<file path="config.mk">
export PLATFORM = sky130hd
export DESIGN_NAME = fine_gain_trim_bank
export DESIGN_NICKNAME = d
export VERILOG_FILES = /design/src/gain_trim_pkg.sv /design/src/trim_byte_reg.sv /design/src/input_pair_select.sv /design/src/fine_gain_trim_bank.sv
export SDC_FILE = /design/constraint.sdc
export NUM_CORES = 1
export LEC_CHECK = 0
export BUFFER_PORTS_ARGS = -buffer_cell sky130_fd_sc_hd__buf_4
export CAP_MARGIN = 5
export CORE_ASPECT_RATIO = 1.1
export CORE_MARGIN = 2
export CORE_UTILIZATION = 40
export CTS_CLUSTER_DIAMETER = 200
export CTS_CLUSTER_SIZE = 28
export DETAILED_ROUTE_END_ITERATION = 16
export GPL_TIMING_DRIVEN = 0
export PLACE_DENSITY = 0.74
export SYNTH_ARGS = -nofsm -noshare
export SYNTH_HDL_FRONTEND = slang
export SYNTH_SLANG_ARGS = --single-unit
export TNS_END_PERCENT = 10
</file>
<file path="constraint.sdc">
create_clock -name clock -period 4 [get_ports clock]
set_clock_uncertainty 0.15 [all_clocks]
set_input_delay 0.8 -clock clock [delete_from_list [all_inputs] [get_ports clock]]
set_output_delay 0.8 -clock clock [all_outputs]
set_load 0.1 [all_outputs]
</file>
<file path="src/gain_trim_pkg.sv">
// constants and carriers for the fine gain trim bank
// assumes a 32-bit avalon-mm register bus on a single 100 mhz clock
package gain_trim_pkg;

  // ==========================================================
  // register map (byte addresses)
  localparam logic [11:0] off_core3_input_c = 12'h364;
  localparam logic [11:0] off_core3_input_d = 12'h365;
  localparam logic [11:0] off_core_four = 12'h366;
  localparam logic [11:0] off_core_five = 12'h367;
  localparam logic [11:0] off_trim_control = 12'h368;
  localparam logic [11:0] off_trim_status = 12'h36c;

  // ==========================================================
  // field layout
  localparam int gain_width = 5;
  localparam int reg_width = 8;
  localparam int reg_count = 4;
  localparam logic [7:0] gain_reset = 8'h00;
  localparam logic [31:0] unmapped_read = 32'h00000000;

  // register indices within the bank
  localparam logic [1:0] idx_core3_c = 2'h0;
  localparam logic [1:0] idx_core3_d = 2'h1;
  localparam logic [1:0] idx_core_four = 2'h2;
  localparam logic [1:0] idx_core_five = 2'h3;

  // ==========================================================
  // carriers
  typedef struct packed {
    logic [11:0] address;
    logic read;
    logic write;
    logic [31:0] writedata;
    logic [3:0] byteenable;
  } bus_req_s;

  typedef struct packed {
    logic [gain_width-1:0] core3;
    logic [gain_width-1:0] core_four;
    logic [gain_width-1:0] core_five;
  } gain_codes_s;

  typedef enum logic [1:0] {
    fuse_idle,
    fuse_wait,
    fuse_done
  } fuse_state_e;

endpackage

</file>
<file path="src/trim_byte_reg.sv">
// one byte-wide trim register with a load path from the fuse store
// assumes write strobes are already decoded by the bank
`timescale 1ns/1ps

module trim_byte_reg (
  input wire logic clock,
  input wire logic rst_n,
  input wire logic clock_enable,
  input wire logic bus_write,
  input wire logic [7:0] bus_data,
  input wire logic fuse_load,
  input wire logic [gain_trim_pkg::gain_width-1:0] fuse_code,
  output logic [7:0] value
);

  logic [7:0] value_reg;
  logic [7:0] value_next;

  // ==========================================================
  // next value
  always_comb begin
    value_next = value_reg;
    // fuse load wins over a bus write in the same cycle; later writes may override it
    if (fuse_load) begin
      value_next = {3'h0, fuse_code};
    end else if (bus_write) begin
      // reserved upper bits stored as written
      value_next = bus_data;
    end
  end

  always_ff @(posedge clock or negedge rst_n) begin
    if (!rst_n) begin
      value_reg <= gain_trim_pkg::gain_reset;
    end else if (clock_enable) begin
      value_reg <= value_next;
    end
  end

  assign value = value_reg;

endmodule

</file>
<file path="src/input_pair_select.sv">
// chooses the core 3 code for the input pair being sampled
// assumes the selection level is already synchronised to clock
`timescale 1ns/1ps

module input_pair_select (
  input wire logic sample_fourth_pair,
  input wire logic [gain_trim_pkg::gain_width-1:0] code_c,
  input wire logic [gain_trim_pkg::gain_width-1:0] code_d,
  output logic [gain_trim_pkg::gain_width-1:0] code_out
);

  // ==========================================================
  // route selected code
  always_comb begin
    code_out = sample_fourth_pair ? code_d : code_c;
  end

endmodule

</file>
<file path="src/fine_gain_trim_bank.sv">
// fine gain trim bank for converter cores three to five
// assumes an avalon-mm master and a fuse store that answers with a ready pulse
`timescale 1ns/1ps

module fine_gain_trim_bank (
  input wire logic clock,
  input wire logic rst_n,
  input wire logic clock_enable,
  input wire logic [11:0] avs_address,
  input wire logic avs_read,
  input wire logic avs_write,
  input wire logic [31:0] avs_writedata,
  input wire logic [3:0] avs_byteenable,
  output logic [31:0] avs_readdata,
  output logic avs_waitrequest,
  input wire logic fourth_input_pair_sel,
  output logic fuse_request,
  input wire logic fuse_ready,
  input wire logic [19:0] fuse_codes,
  output logic [4:0] converter_core_three_gain,
  output logic [4:0] converter_core_four_gain,
  output logic [4:0] converter_core_five_gain,
  output logic fuse_loaded
);

  localparam int gw = gain_trim_pkg::gain_width;

  gain_trim_pkg::bus_req_s req;
  gain_trim_pkg::gain_codes_s codes_next;
  gain_trim_pkg::gain_codes_s codes_reg;
  gain_trim_pkg::fuse_state_e fuse_state_reg;
  gain_trim_pkg::fuse_state_e fuse_state_next;
  logic [7:0] reg_value [gain_trim_pkg::reg_count];
  logic [gain_trim_pkg::reg_count-1:0] reg_write;
  logic [gain_trim_pkg::reg_count-1:0] reg_hit;
  logic fuse_load;
  logic fuse_request_reg;
  logic fuse_request_next;
  logic fuse_loaded_reg;
  logic fuse_loaded_next;
  logic sel_meta_reg;
  logic sel_sync_reg;
  logic fuse_ready_meta_reg;
  logic fuse_ready_sync_reg;
  logic reload_pulse;
  logic [31:0] readdata_reg;
  logic [31:0] readdata_next;
  logic wait_reg;
  logic wait_next;
  logic [4:0] core3_code;

  assign req.address = avs_address;
  assign req.read = avs_read;
  assign req.write = avs_write;
  assign req.writedata = avs_writedata;
  assign req.byteenable = avs_byteenable;

  // ==========================================================
  // pin synchronisers
  always_ff @(posedge clock or negedge rst_n) begin
    if (!rst_n) begin
      sel_meta_reg <= 1'b0;
      sel_sync_reg <= 1'b0;
      fuse_ready_meta_reg <= 1'b0;
      fuse_ready_sync_reg <= 1'b0;
    end else if (clock_enable) begin
      sel_meta_reg <= fourth_input_pair_sel;
      sel_sync_reg <= sel_meta_reg;
      fuse_ready_meta_reg <= fuse_ready;
      fuse_ready_sync_reg <= fuse_ready_meta_reg;
    end
  end

  // ==========================================================
  // fuse load sequence
  // fuse codes must be steady while fuse_ready is high
  always_comb begin
    fuse_state_next = fuse_state_reg;
    fuse_request_next = fuse_request_reg;
    fuse_loaded_next = fuse_loaded_reg;
    fuse_load = 1'b0;
    unique case (fuse_state_reg)
      gain_trim_pkg::fuse_idle: begin
        fuse_request_next = 1'b1;
        fuse_state_next = gain_trim_pkg::fuse_wait;
      end
      gain_trim_pkg::fuse_wait: begin
        if (fuse_ready_sync_reg) begin
          fuse_load = 1'b1;
          fuse_request_next = 1'b0;
          fuse_loaded_next = 1'b1;
          fuse_state_next = gain_trim_pkg::fuse_done;
        end
      end
      gain_trim_pkg::fuse_done: begin
        if (reload_pulse) begin
          fuse_loaded_next = 1'b0;
          fuse_state_next = gain_trim_pkg::fuse_idle;
        end
      end
    endcase
  end

  always_ff @(posedge clock or negedge rst_n) begin
    if (!rst_n) begin
      fuse_state_reg <= gain_trim_pkg::fuse_idle;
      fuse_request_reg <= 1'b0;
      fuse_loaded_reg <= 1'b0;
    end else if (clock_enable) begin
      fuse_state_reg <= fuse_state_next;
      fuse_request_reg <= fuse_request_next;
      fuse_loaded_reg <= fuse_loaded_next;
    end
  end

  // ==========================================================
  // address decode
  always_comb begin
    reg_hit = '0;
    unique case (req.address)
      gain_trim_pkg::off_core3_input_c: reg_hit[gain_trim_pkg::idx_core3_c] = 1'b1;
      gain_trim_pkg::off_core3_input_d: reg_hit[gain_trim_pkg::idx_core3_d] = 1'b1;
      gain_trim_pkg::off_core_four: reg_hit[gain_trim_pkg::idx_core_four] = 1'b1;
      gain_trim_pkg::off_core_five: reg_hit[gain_trim_pkg::idx_core_five] = 1'b1;
      default: reg_hit = '0;
    endcase
  end

  // writes land only on the accepting cycle, when waitrequest is low
  assign reload_pulse = req.write && !wait_reg && req.byteenable[0]
    && (req.address == gain_trim_pkg::off_trim_control) && req.writedata[0];

  // ==========================================================
  // trim registers
  genvar gi;
  generate
    for (gi = 0; gi < gain_trim_pkg::reg_count; gi = gi + 1) begin : g_trim
      assign reg_write[gi] = req.write && !wait_reg && reg_hit[gi] && req.byteenable[0];
      trim_byte_reg u_trim (
        .clock(clock),
        .rst_n(rst_n),
        .clock_enable(clock_enable),
        .bus_write(reg_write[gi]),
        .bus_data(req.writedata[7:0]),
        .fuse_load(fuse_load),
        .fuse_code(fuse_codes[gi*gw +: gw]),
        .value(reg_value[gi])
      );
    end
  endgenerate

  // ==========================================================
  // bus answer: one wait cycle, then accept
  always_comb begin
    wait_next = 1'b1;
    readdata_next = readdata_reg;
    if ((req.read || req.write) && wait_reg) begin
      wait_next = 1'b0;
      readdata_next = gain_trim_pkg::unmapped_read;
      if (req.read) begin
        for (int i = 0; i < gain_trim_pkg::reg_count; i++) begin
          if (reg_hit[i]) begin
            readdata_next = {24'h000000, reg_value[i]};
          end
        end
        if (req.address == gain_trim_pkg::off_trim_status) begin
          readdata_next = {31'h00000000, fuse_loaded_reg};
        end
      end
    end
  end

  always_ff @(posedge clock or negedge rst_n) begin
    if (!rst_n) begin
      wait_reg <= 1'b1;
      readdata_reg <= gain_trim_pkg::unmapped_read;
    end else if (clock_enable) begin
      wait_reg <= wait_next;
      readdata_reg <= readdata_next;
    end
  end

  // ==========================================================
  // gain outputs
  input_pair_select u_select (
    .sample_fourth_pair(sel_sync_reg),
    .code_c(reg_value[gain_trim_pkg::idx_core3_c][gw-1:0]),
    .code_d(reg_value[gain_trim_pkg::idx_core3_d][gw-1:0]),
    .code_out(core3_code)
  );

  always_comb begin
    codes_next.core3 = core3_code;
    codes_next.core_four = reg_value[gain_trim_pkg::idx_core_four][gw-1:0];
    codes_next.core_five = reg_value[gain_trim_pkg::idx_core_five][gw-1:0];
  end

  always_ff @(posedge clock or negedge rst_n) begin
    if (!rst_n) begin
      codes_reg <= '0;
    end else if (clock_enable) begin
      codes_reg <= codes_next;
    end
  end

  assign converter_core_three_gain = codes_reg.core3;
  assign converter_core_four_gain = codes_reg.core_four;
  assign converter_core_five_gain = codes_reg.core_five;
  assign avs_readdata = readdata_reg;
  assign avs_waitrequest = wait_reg;
  assign fuse_request = fuse_request_reg;
  assign fuse_loaded = fuse_loaded_reg;

endmodule

</file>
==> results of run 1 <==
## metrics by stage
| step | hold WS (ps) | area [µm²] | std cells | utilization, % | setup slack (ps) |
|---|---|---|---|---|---|
| floorplan | 315 | 3420 | 336 | - | 1780 |
| global placement | 322 | 4090 | 516 | 51.2 | 1470 |
| detailed placement | 327 | 4090 | 516 | 51.2 | 1400 |
| CTS | 342 | 4330 | 532 | 54.1 | 1770 |
| global route | 368 | 4330 | 532 | 54.1 | 1590 |
| finish | 338 | 4330 | 532 | 54.1 | 1740 |
## kinds of logic after synthesis
kind of cell / Yosys count / share of synthesized area (%)
multiplexers: 21 / 6.83
AO/OA/AOI/OAI: 95 / 21.5
other: 1 / 0.113
AND/OR/NAND/NOR: 83 / 14.2
adder cells (fa/ha/maj): 3 / 1.13
buffers and inverters: 46 / 8.11
flip-flops: 64 / 48.1
## final cells by class
type / instances / area share, %
flip-flops and latches: 64 / 37.0
multi-input cells: 226 / 35.7
repair buffers: 72 / 12.5
plain buffers: 41 / 5.81
well taps: 108 / 3.12
clock buffers: 10 / 2.95
clock inverters: 6 / 2.49
inverters: 5 / 0.434
## worst paths after layout
kind	end	slack, ps	depth (start not counted)
hold / removal	avs_readdata[3]	340	2
setup reg to reg	g_trim[0].u_trim.value[7]	1820	6
hold reg to reg	avs_readdata[3]	340	2
setup / recovery	g_trim[2].u_trim.value[5]	1740	7
max in group asynchronous	g_trim[2].u_trim.value[7]	2780	1
min in group asynchronous	fuse_ready_meta_reg	370	1
## critical path: stages
cell       delay [ps]
buf_4             110
nand4bb_1         290
nor3_2            320
and4b_1           230
buf_2             180
o21ai_1           130
a22o_1            260
## cell usage after synthesis (3+ instances only)
library cell	number	area, µm²
nor2_1	19	71.3
dfrtp_1	63	1580
inv_1	5	18.8
buf_2	6	30.0
buf_1	3	11.3
o221ai_1	12	105
o21a_1	4	30.0
mux2i_1	7	70.1
nand3_1	4	20.0
nor2b_1	7	43.8
a22o_1	12	105
nor3_1	8	40.0
clkbuf_1	8	30.0
and2_1	4	25.0
a211o_1	7	61.3
o22ai_1	17	106
mux2_2	14	158
buf_4	24	180
a21oi_1	7	35.0
o21ai_0	11	55.1
ha_1	3	37.5
nand2_1	22	82.6
a2bb2oi_1	14	123
## power by group
part           switching [W]  total (W)  leakage, nW  internal [W]
clock network       0.000255   0.000667        0.116      0.000412
registers           0.000166    0.00101        0.787      0.000841
logic               0.000973    0.00137         1.13      0.000394
## per-layer routing
layer  up-vias  global-route usage (%)
met2       146                    32.1
met3        18                    4.02
met4         0                    9.21
met5         -                       0
li1       1341                       -
met1      1391                    26.7
==> impl_metrics.tcl, run 1 <==
set metrics [dict create \
    status "finished, final reports clean" \
    cts_root_buf "clkbuf_8" \
    postCtsSetupRepairBufs 0 \
    die-height_um 99.7 \
    num-fill-cells 734 \
    drcViolationCount 0 \
    hold_viol_final 0 \
    cts.hold.buffers_added 0 \
    worstSetupPathType "input pin to register" \
    cts_tree "done" \
    syn_inst 313 \
    gp_congestion 0.885 \
    wl_met3_um 697 \
    portBuffers 72 \
    layout_min_cycle_time_ps 2260 \
    hp-start "avs_readdata[3]" \
    track_usage_pct 20.2 \
    layout_common_cells "96 x buf_4, 63 x dfrtp_1, 24 x conb_1" \
    grt_first_pass_wirelength_mm 14.3 \
    dieArea_um2 9080 \
    relSlewSlack_pct 44.2 \
    tns_ps 0 \
    antenna_left 0 \
    largest_register_ffs 32 \
    wirelength_mm 8.96 \
    drive_above_1_share_pct 32.8 \
    cts_sinks 64 \
    critPathRequiredTime_ps 4080 \
    start_kind "input pin" \
    dp_hpwl_mm 6.62 \
    ys_seq_elements 64 \
    worst_slew_pin_slew_ps 834 \
    final_common_cell "buf_4" \
    grt_max_degree 65 \
    synth_ff_type "dfrtp_1" \
    num_io_pins 125 \
    r2r-start "fuse_state_reg[1]" \
    core-area_um2 8000 \
    ctsResizeCount 0 \
    nets 497 \
    avgViaCountPerCell 5.44 \
    fp.dieW_um 91.0 \
    rows 34 \
    synth-edff-count 0 \
    finalMaxSlewViolations 0 \
    syn2layout_area_growth_pct 29.9 \
    wl_met2_mm 4.20 \
    firstDrtPassIters 5 \
    route.vias.total 2896 \
    yosysSeqAreaShare_pct 48.1 \
    peakVddDrop_uv 655 \
    highest_layer "met4" \
    cp_max_fo 7 \
    p_leak_nw 2.04 \
    finalPower_w 0.00304 \
    synth_area_um2 3330 \
    htree_levels 3 \
    cts_made_buffers 9 \
    first_iter_violations 228 \
    drv_cap 0 \
    power_density_nw_per_um2 702 \
    ys_types 48 \
    startpoint "avs_address[10]" \
    grt-ovfl-total 0 \
    syn_area_per_cell_um2 10.6 \
    multi_input_area_um2 1550 \
    end_kind "register" \
    routedWlPerCell_um 16.8 \
    period_share_pct 56.4 \
    antenna_found_initial 0 \
    async_reset_ff_share_pct 100 \
    cp.arrival_ps 2330 \
    grt_pass1_vias 2888 \
    clk_pin_slew_ps 70 \
    start_util_pct 41.7 \
    diodes 0 \
    setup_viol 0 \
    clockBufferDepth 2 \
    seq_area_um2 1600 \
    rsz0062_at_grt "false" \
    drt-met1-wl_mm 3.82 \
    insertion_delay_ps 350 \
    max_freq_mhz 443 \
    hold_class "register to register" \
    yosysWarnings 0 \
]
Power figures use the tool's default switching activity.
==> inputs of run 2 (changes only) <==
--- a/config.mk
+++ b/config.mk
@@ -5,6 +5,7 @@
 export SDC_FILE = /design/constraint.sdc
 export NUM_CORES = 1
 export LEC_CHECK = 0
+export ABC_AREA = 1
 export BUFFER_PORTS_ARGS = -buffer_cell sky130_fd_sc_hd__buf_4
 export CAP_MARGIN = 5
 export CORE_ASPECT_RATIO = 1.1
@@ -14,7 +15,7 @@
 export CTS_CLUSTER_SIZE = 28
 export DETAILED_ROUTE_END_ITERATION = 16
 export GPL_TIMING_DRIVEN = 0
-export PLACE_DENSITY = 0.74
+export PLACE_DENSITY = 0.77
 export SYNTH_ARGS = -nofsm -noshare
 export SYNTH_HDL_FRONTEND = slang
 export SYNTH_SLANG_ARGS = --single-unit
==> constraint.sdc (replaced) <==
create_clock -name clock -period 1.9 [get_ports clock]
set_clock_uncertainty 0.15 [all_clocks]
set_input_delay 0.38 -clock clock [delete_from_list [all_inputs] [get_ports clock]]
set_output_delay 0.38 -clock clock [all_outputs]
set_load 0.1 [all_outputs]
==> run 2 against run 1 <==
Compared with the run above:
- the run now ends with negative hold slack left
- sequential share of layout area grew 0.52 points
- sequential power grew 120%
- first-iteration DRC count shrank 28%
- register-to-register slack lost 1700 ps
- worst setup slack lost 1600 ps
- synthesized cell count grew 32%
- hold slack lost 390 ps
==> impl_metrics.tcl, run 2 <==
set metrics [dict create \
    status "finished, violations left" \
    violations "negative hold slack" \
    path_cells "buf_4" \
    netlist_top_cells_area "dfrtp_1 48%, nand2_1 12%, nand3_1 7.7%" \
    yosysSeqAreaShare_pct 48.5 \
    wirelength_mm 8.77 \
    route.vias.total 3131 \
    worstSetupPathType "register to output pin" \
    firstDrtPassIters 5 \
    grt_pass1_vias 2937 \
    first_iter_violations 164 \
    final_common_cell "nand2_1" \
    ys_types 31 \
    layout_common_cells "104 x nand2_1, 100 x buf_4, 63 x dfrtp_1" \
    synth_area_leader_cell "dfrtp_1" \
    fp.dieW_um 90.7 \
    cts_made_buffers 9 \
    portBuffers 72 \
    relSlewSlack_pct 45.5 \
    insertion_delay_ps 350 \
    yosysWarnings 0 \
    drcViolationCount 0 \
    synth-edff-count 0 \
    clockBufferDepth 2 \
    place_area_um2 4070 \
    antenna_found_initial 0 \
    power_density_nw_per_um2 1380 \
    end_kind "output pin" \
    dp_hpwl_mm 6.67 \
    hold_viol_final 31 \
    rows 34 \
    avgViaCountPerCell 4.95 \
    syn_area_per_cell_um2 8.01 \
    yosys-top-cells-count "105 x nand2_1, 63 x dfrtp_1, 51 x nand3_1, 36 x nor2_1, 26 x buf_4" \
    cts_sinks 64 \
    worst_slew_pin_slew_ps 817 \
    finalPower_w 0.00589 \
    cts_root_buf "clkbuf_8" \
    dieArea_um2 9010 \
    core-area_um2 7960 \
    die-height_um 99.4 \
    cp_max_fo 4 \
    diodes 0 \
    fin_ws_ps 102 \
    critPathRequiredTime_ps 1370 \
    whs_ps -47.9 \
    synth_area_um2 3310 \
    htree_levels 3 \
    max_freq_mhz 556 \
    clk_pin_slew_ps 60 \
    syn2layout_area_growth_pct 29.4 \
    async_reset_ff_share_pct 100 \
    start_kind "register" \
    finalMaxSlewViolations 0 \
    drv_cap 0 \
    grt_first_pass_wirelength_mm 14.3 \
    gp_congestion 0.960 \
    start_util_pct 41.6 \
    ys_seq_elements 64 \
    dp_slack_ps -207 \
    rsz0062_at_grt "false" \
    reg2reg_depth 9 \
    tns_ps 0 \
    setup_viol 0 \
    slowest_stage "dfstp_4" \
    multi_input_area_um2 1460 \
    seq_area_um2 1610 \
    critical-path-top-delay-family "flip-flops" \
    synth_most_common_cell "nand2_1" \
    layout_min_cycle_time_ps 1800 \
    synth_top_area_share_pct 47.7 \
    grt_max_degree 65 \
    cts_tree "done" \
    finalInstanceArea_um2 4280 \
    cp.arrival_ps 1270 \
    hold_class "input pin to async pin" \
    peakVddDrop_uv 1160 \
    num_io_pins 125 \
    antenna_left 0 \
    cpPeakStageDelay_ps 640 \
    post-place-cells 616 \
    p_leak_nw 2.22 \
    largest_register_ffs 32 \
    grt-ovfl-total 0 \
    syn_inst 413 \
    synth_ff_type "dfrtp_1" \
    num-fill-cells 773 \
    crit_cells 1 \
    crit_buf_inv 1 \
    period_share_pct 94.7 \
    stdcell_count 632 \
    nets 598 \
    routedWlPerCell_um 13.9 \
    track_usage_pct 20.0 \
    drive_above_1_share_pct 26.5 \
]
run 2: cell type report:
type / count / share of cell area, %
Inverter: 29 / 2.54
Tap cell: 108 / 3.16
Clock inverter: 4 / 0.526
Buffer: 40 / 6.26
Sequential cell: 64 / 37.5
Multi-Input combinational cell: 303 / 34.1
Timing Repair Buffer: 73 / 12.8
Clock buffer: 11 / 3.07
run 2: metal layers:
metal | GRT usage (%) | vias up | wire length [µm]
met3 | 4.77 | 14 | 600
li1 | - | 1528 | -
met4 | 8.40 | 0 | 157
met2 | 32.8 | 130 | 4350
met5 | 0 | - | 0
met1 | 25.6 | 1459 | 3660
run 2: kinds of logic (layout without fill, tap and decap cells):
logic type               count (synthesis)  in the layout  synth area share [%]
other                                    1             24                 0.113
flip-flops                              64             64                  48.5
AND/OR/NAND/NOR                        203            203                  26.4
buffers and inverters                   69            157                  11.2
adder cells (fa/ha/maj)                  3              3                  1.14
AO/OA/AOI/OAI                           73             73                  12.6
run 2: repair_timing:
item,CTS,global route
endpoints found under the setup margin,32,35
gates cloned,0,0
gates resized for setup,4,8
endpoints found under the hold margin,0,0
hold buffers,0,0
pin swaps,0,1
buffers inserted,0,1
run 2: metrics by stage:
step / util, % / hold WS, ps
final: 53.8 / -47.9
after global routing: 53.8 / 46.7
after CTS: 53.4 / 0.961
after detailed placement: 51.2 / 318
after global placement: 51.2 / 311
after floorplan: - / -65.6
run 2: where the power goes:
part | internal (W) | leakage [nW] | switching (W)
logic | 0.000685 | 1.37 | 0.00206
registers | 0.00186 | 0.772 | 0.000323
clock network | 0.000459 | 0.0789 | 0.000504
total | 0.00301 | 2.22 | 0.00288
run 2: path summary, 6_finish.rpt:
| path | start | end | slack (ps) |
|---|---|---|---|
| worst max-delay path | avs_waitrequest | avs_waitrequest | 100 |
| worst min-delay path | rst_n | g_trim[0].u_trim.value[6] | -50 |
| worst max register to register | fuse_state_reg[1] | g_trim[3].u_trim.value[6] | 150 |
| worst min register to register | converter_core_four_gain[1] | converter_core_four_gain[1] | 330 |
| max in group asynchronous | rst_n | g_trim[2].u_trim.value[6] | 1080 |
| min in group clock | fourth_input_pair_sel | sel_meta_reg | 90 |
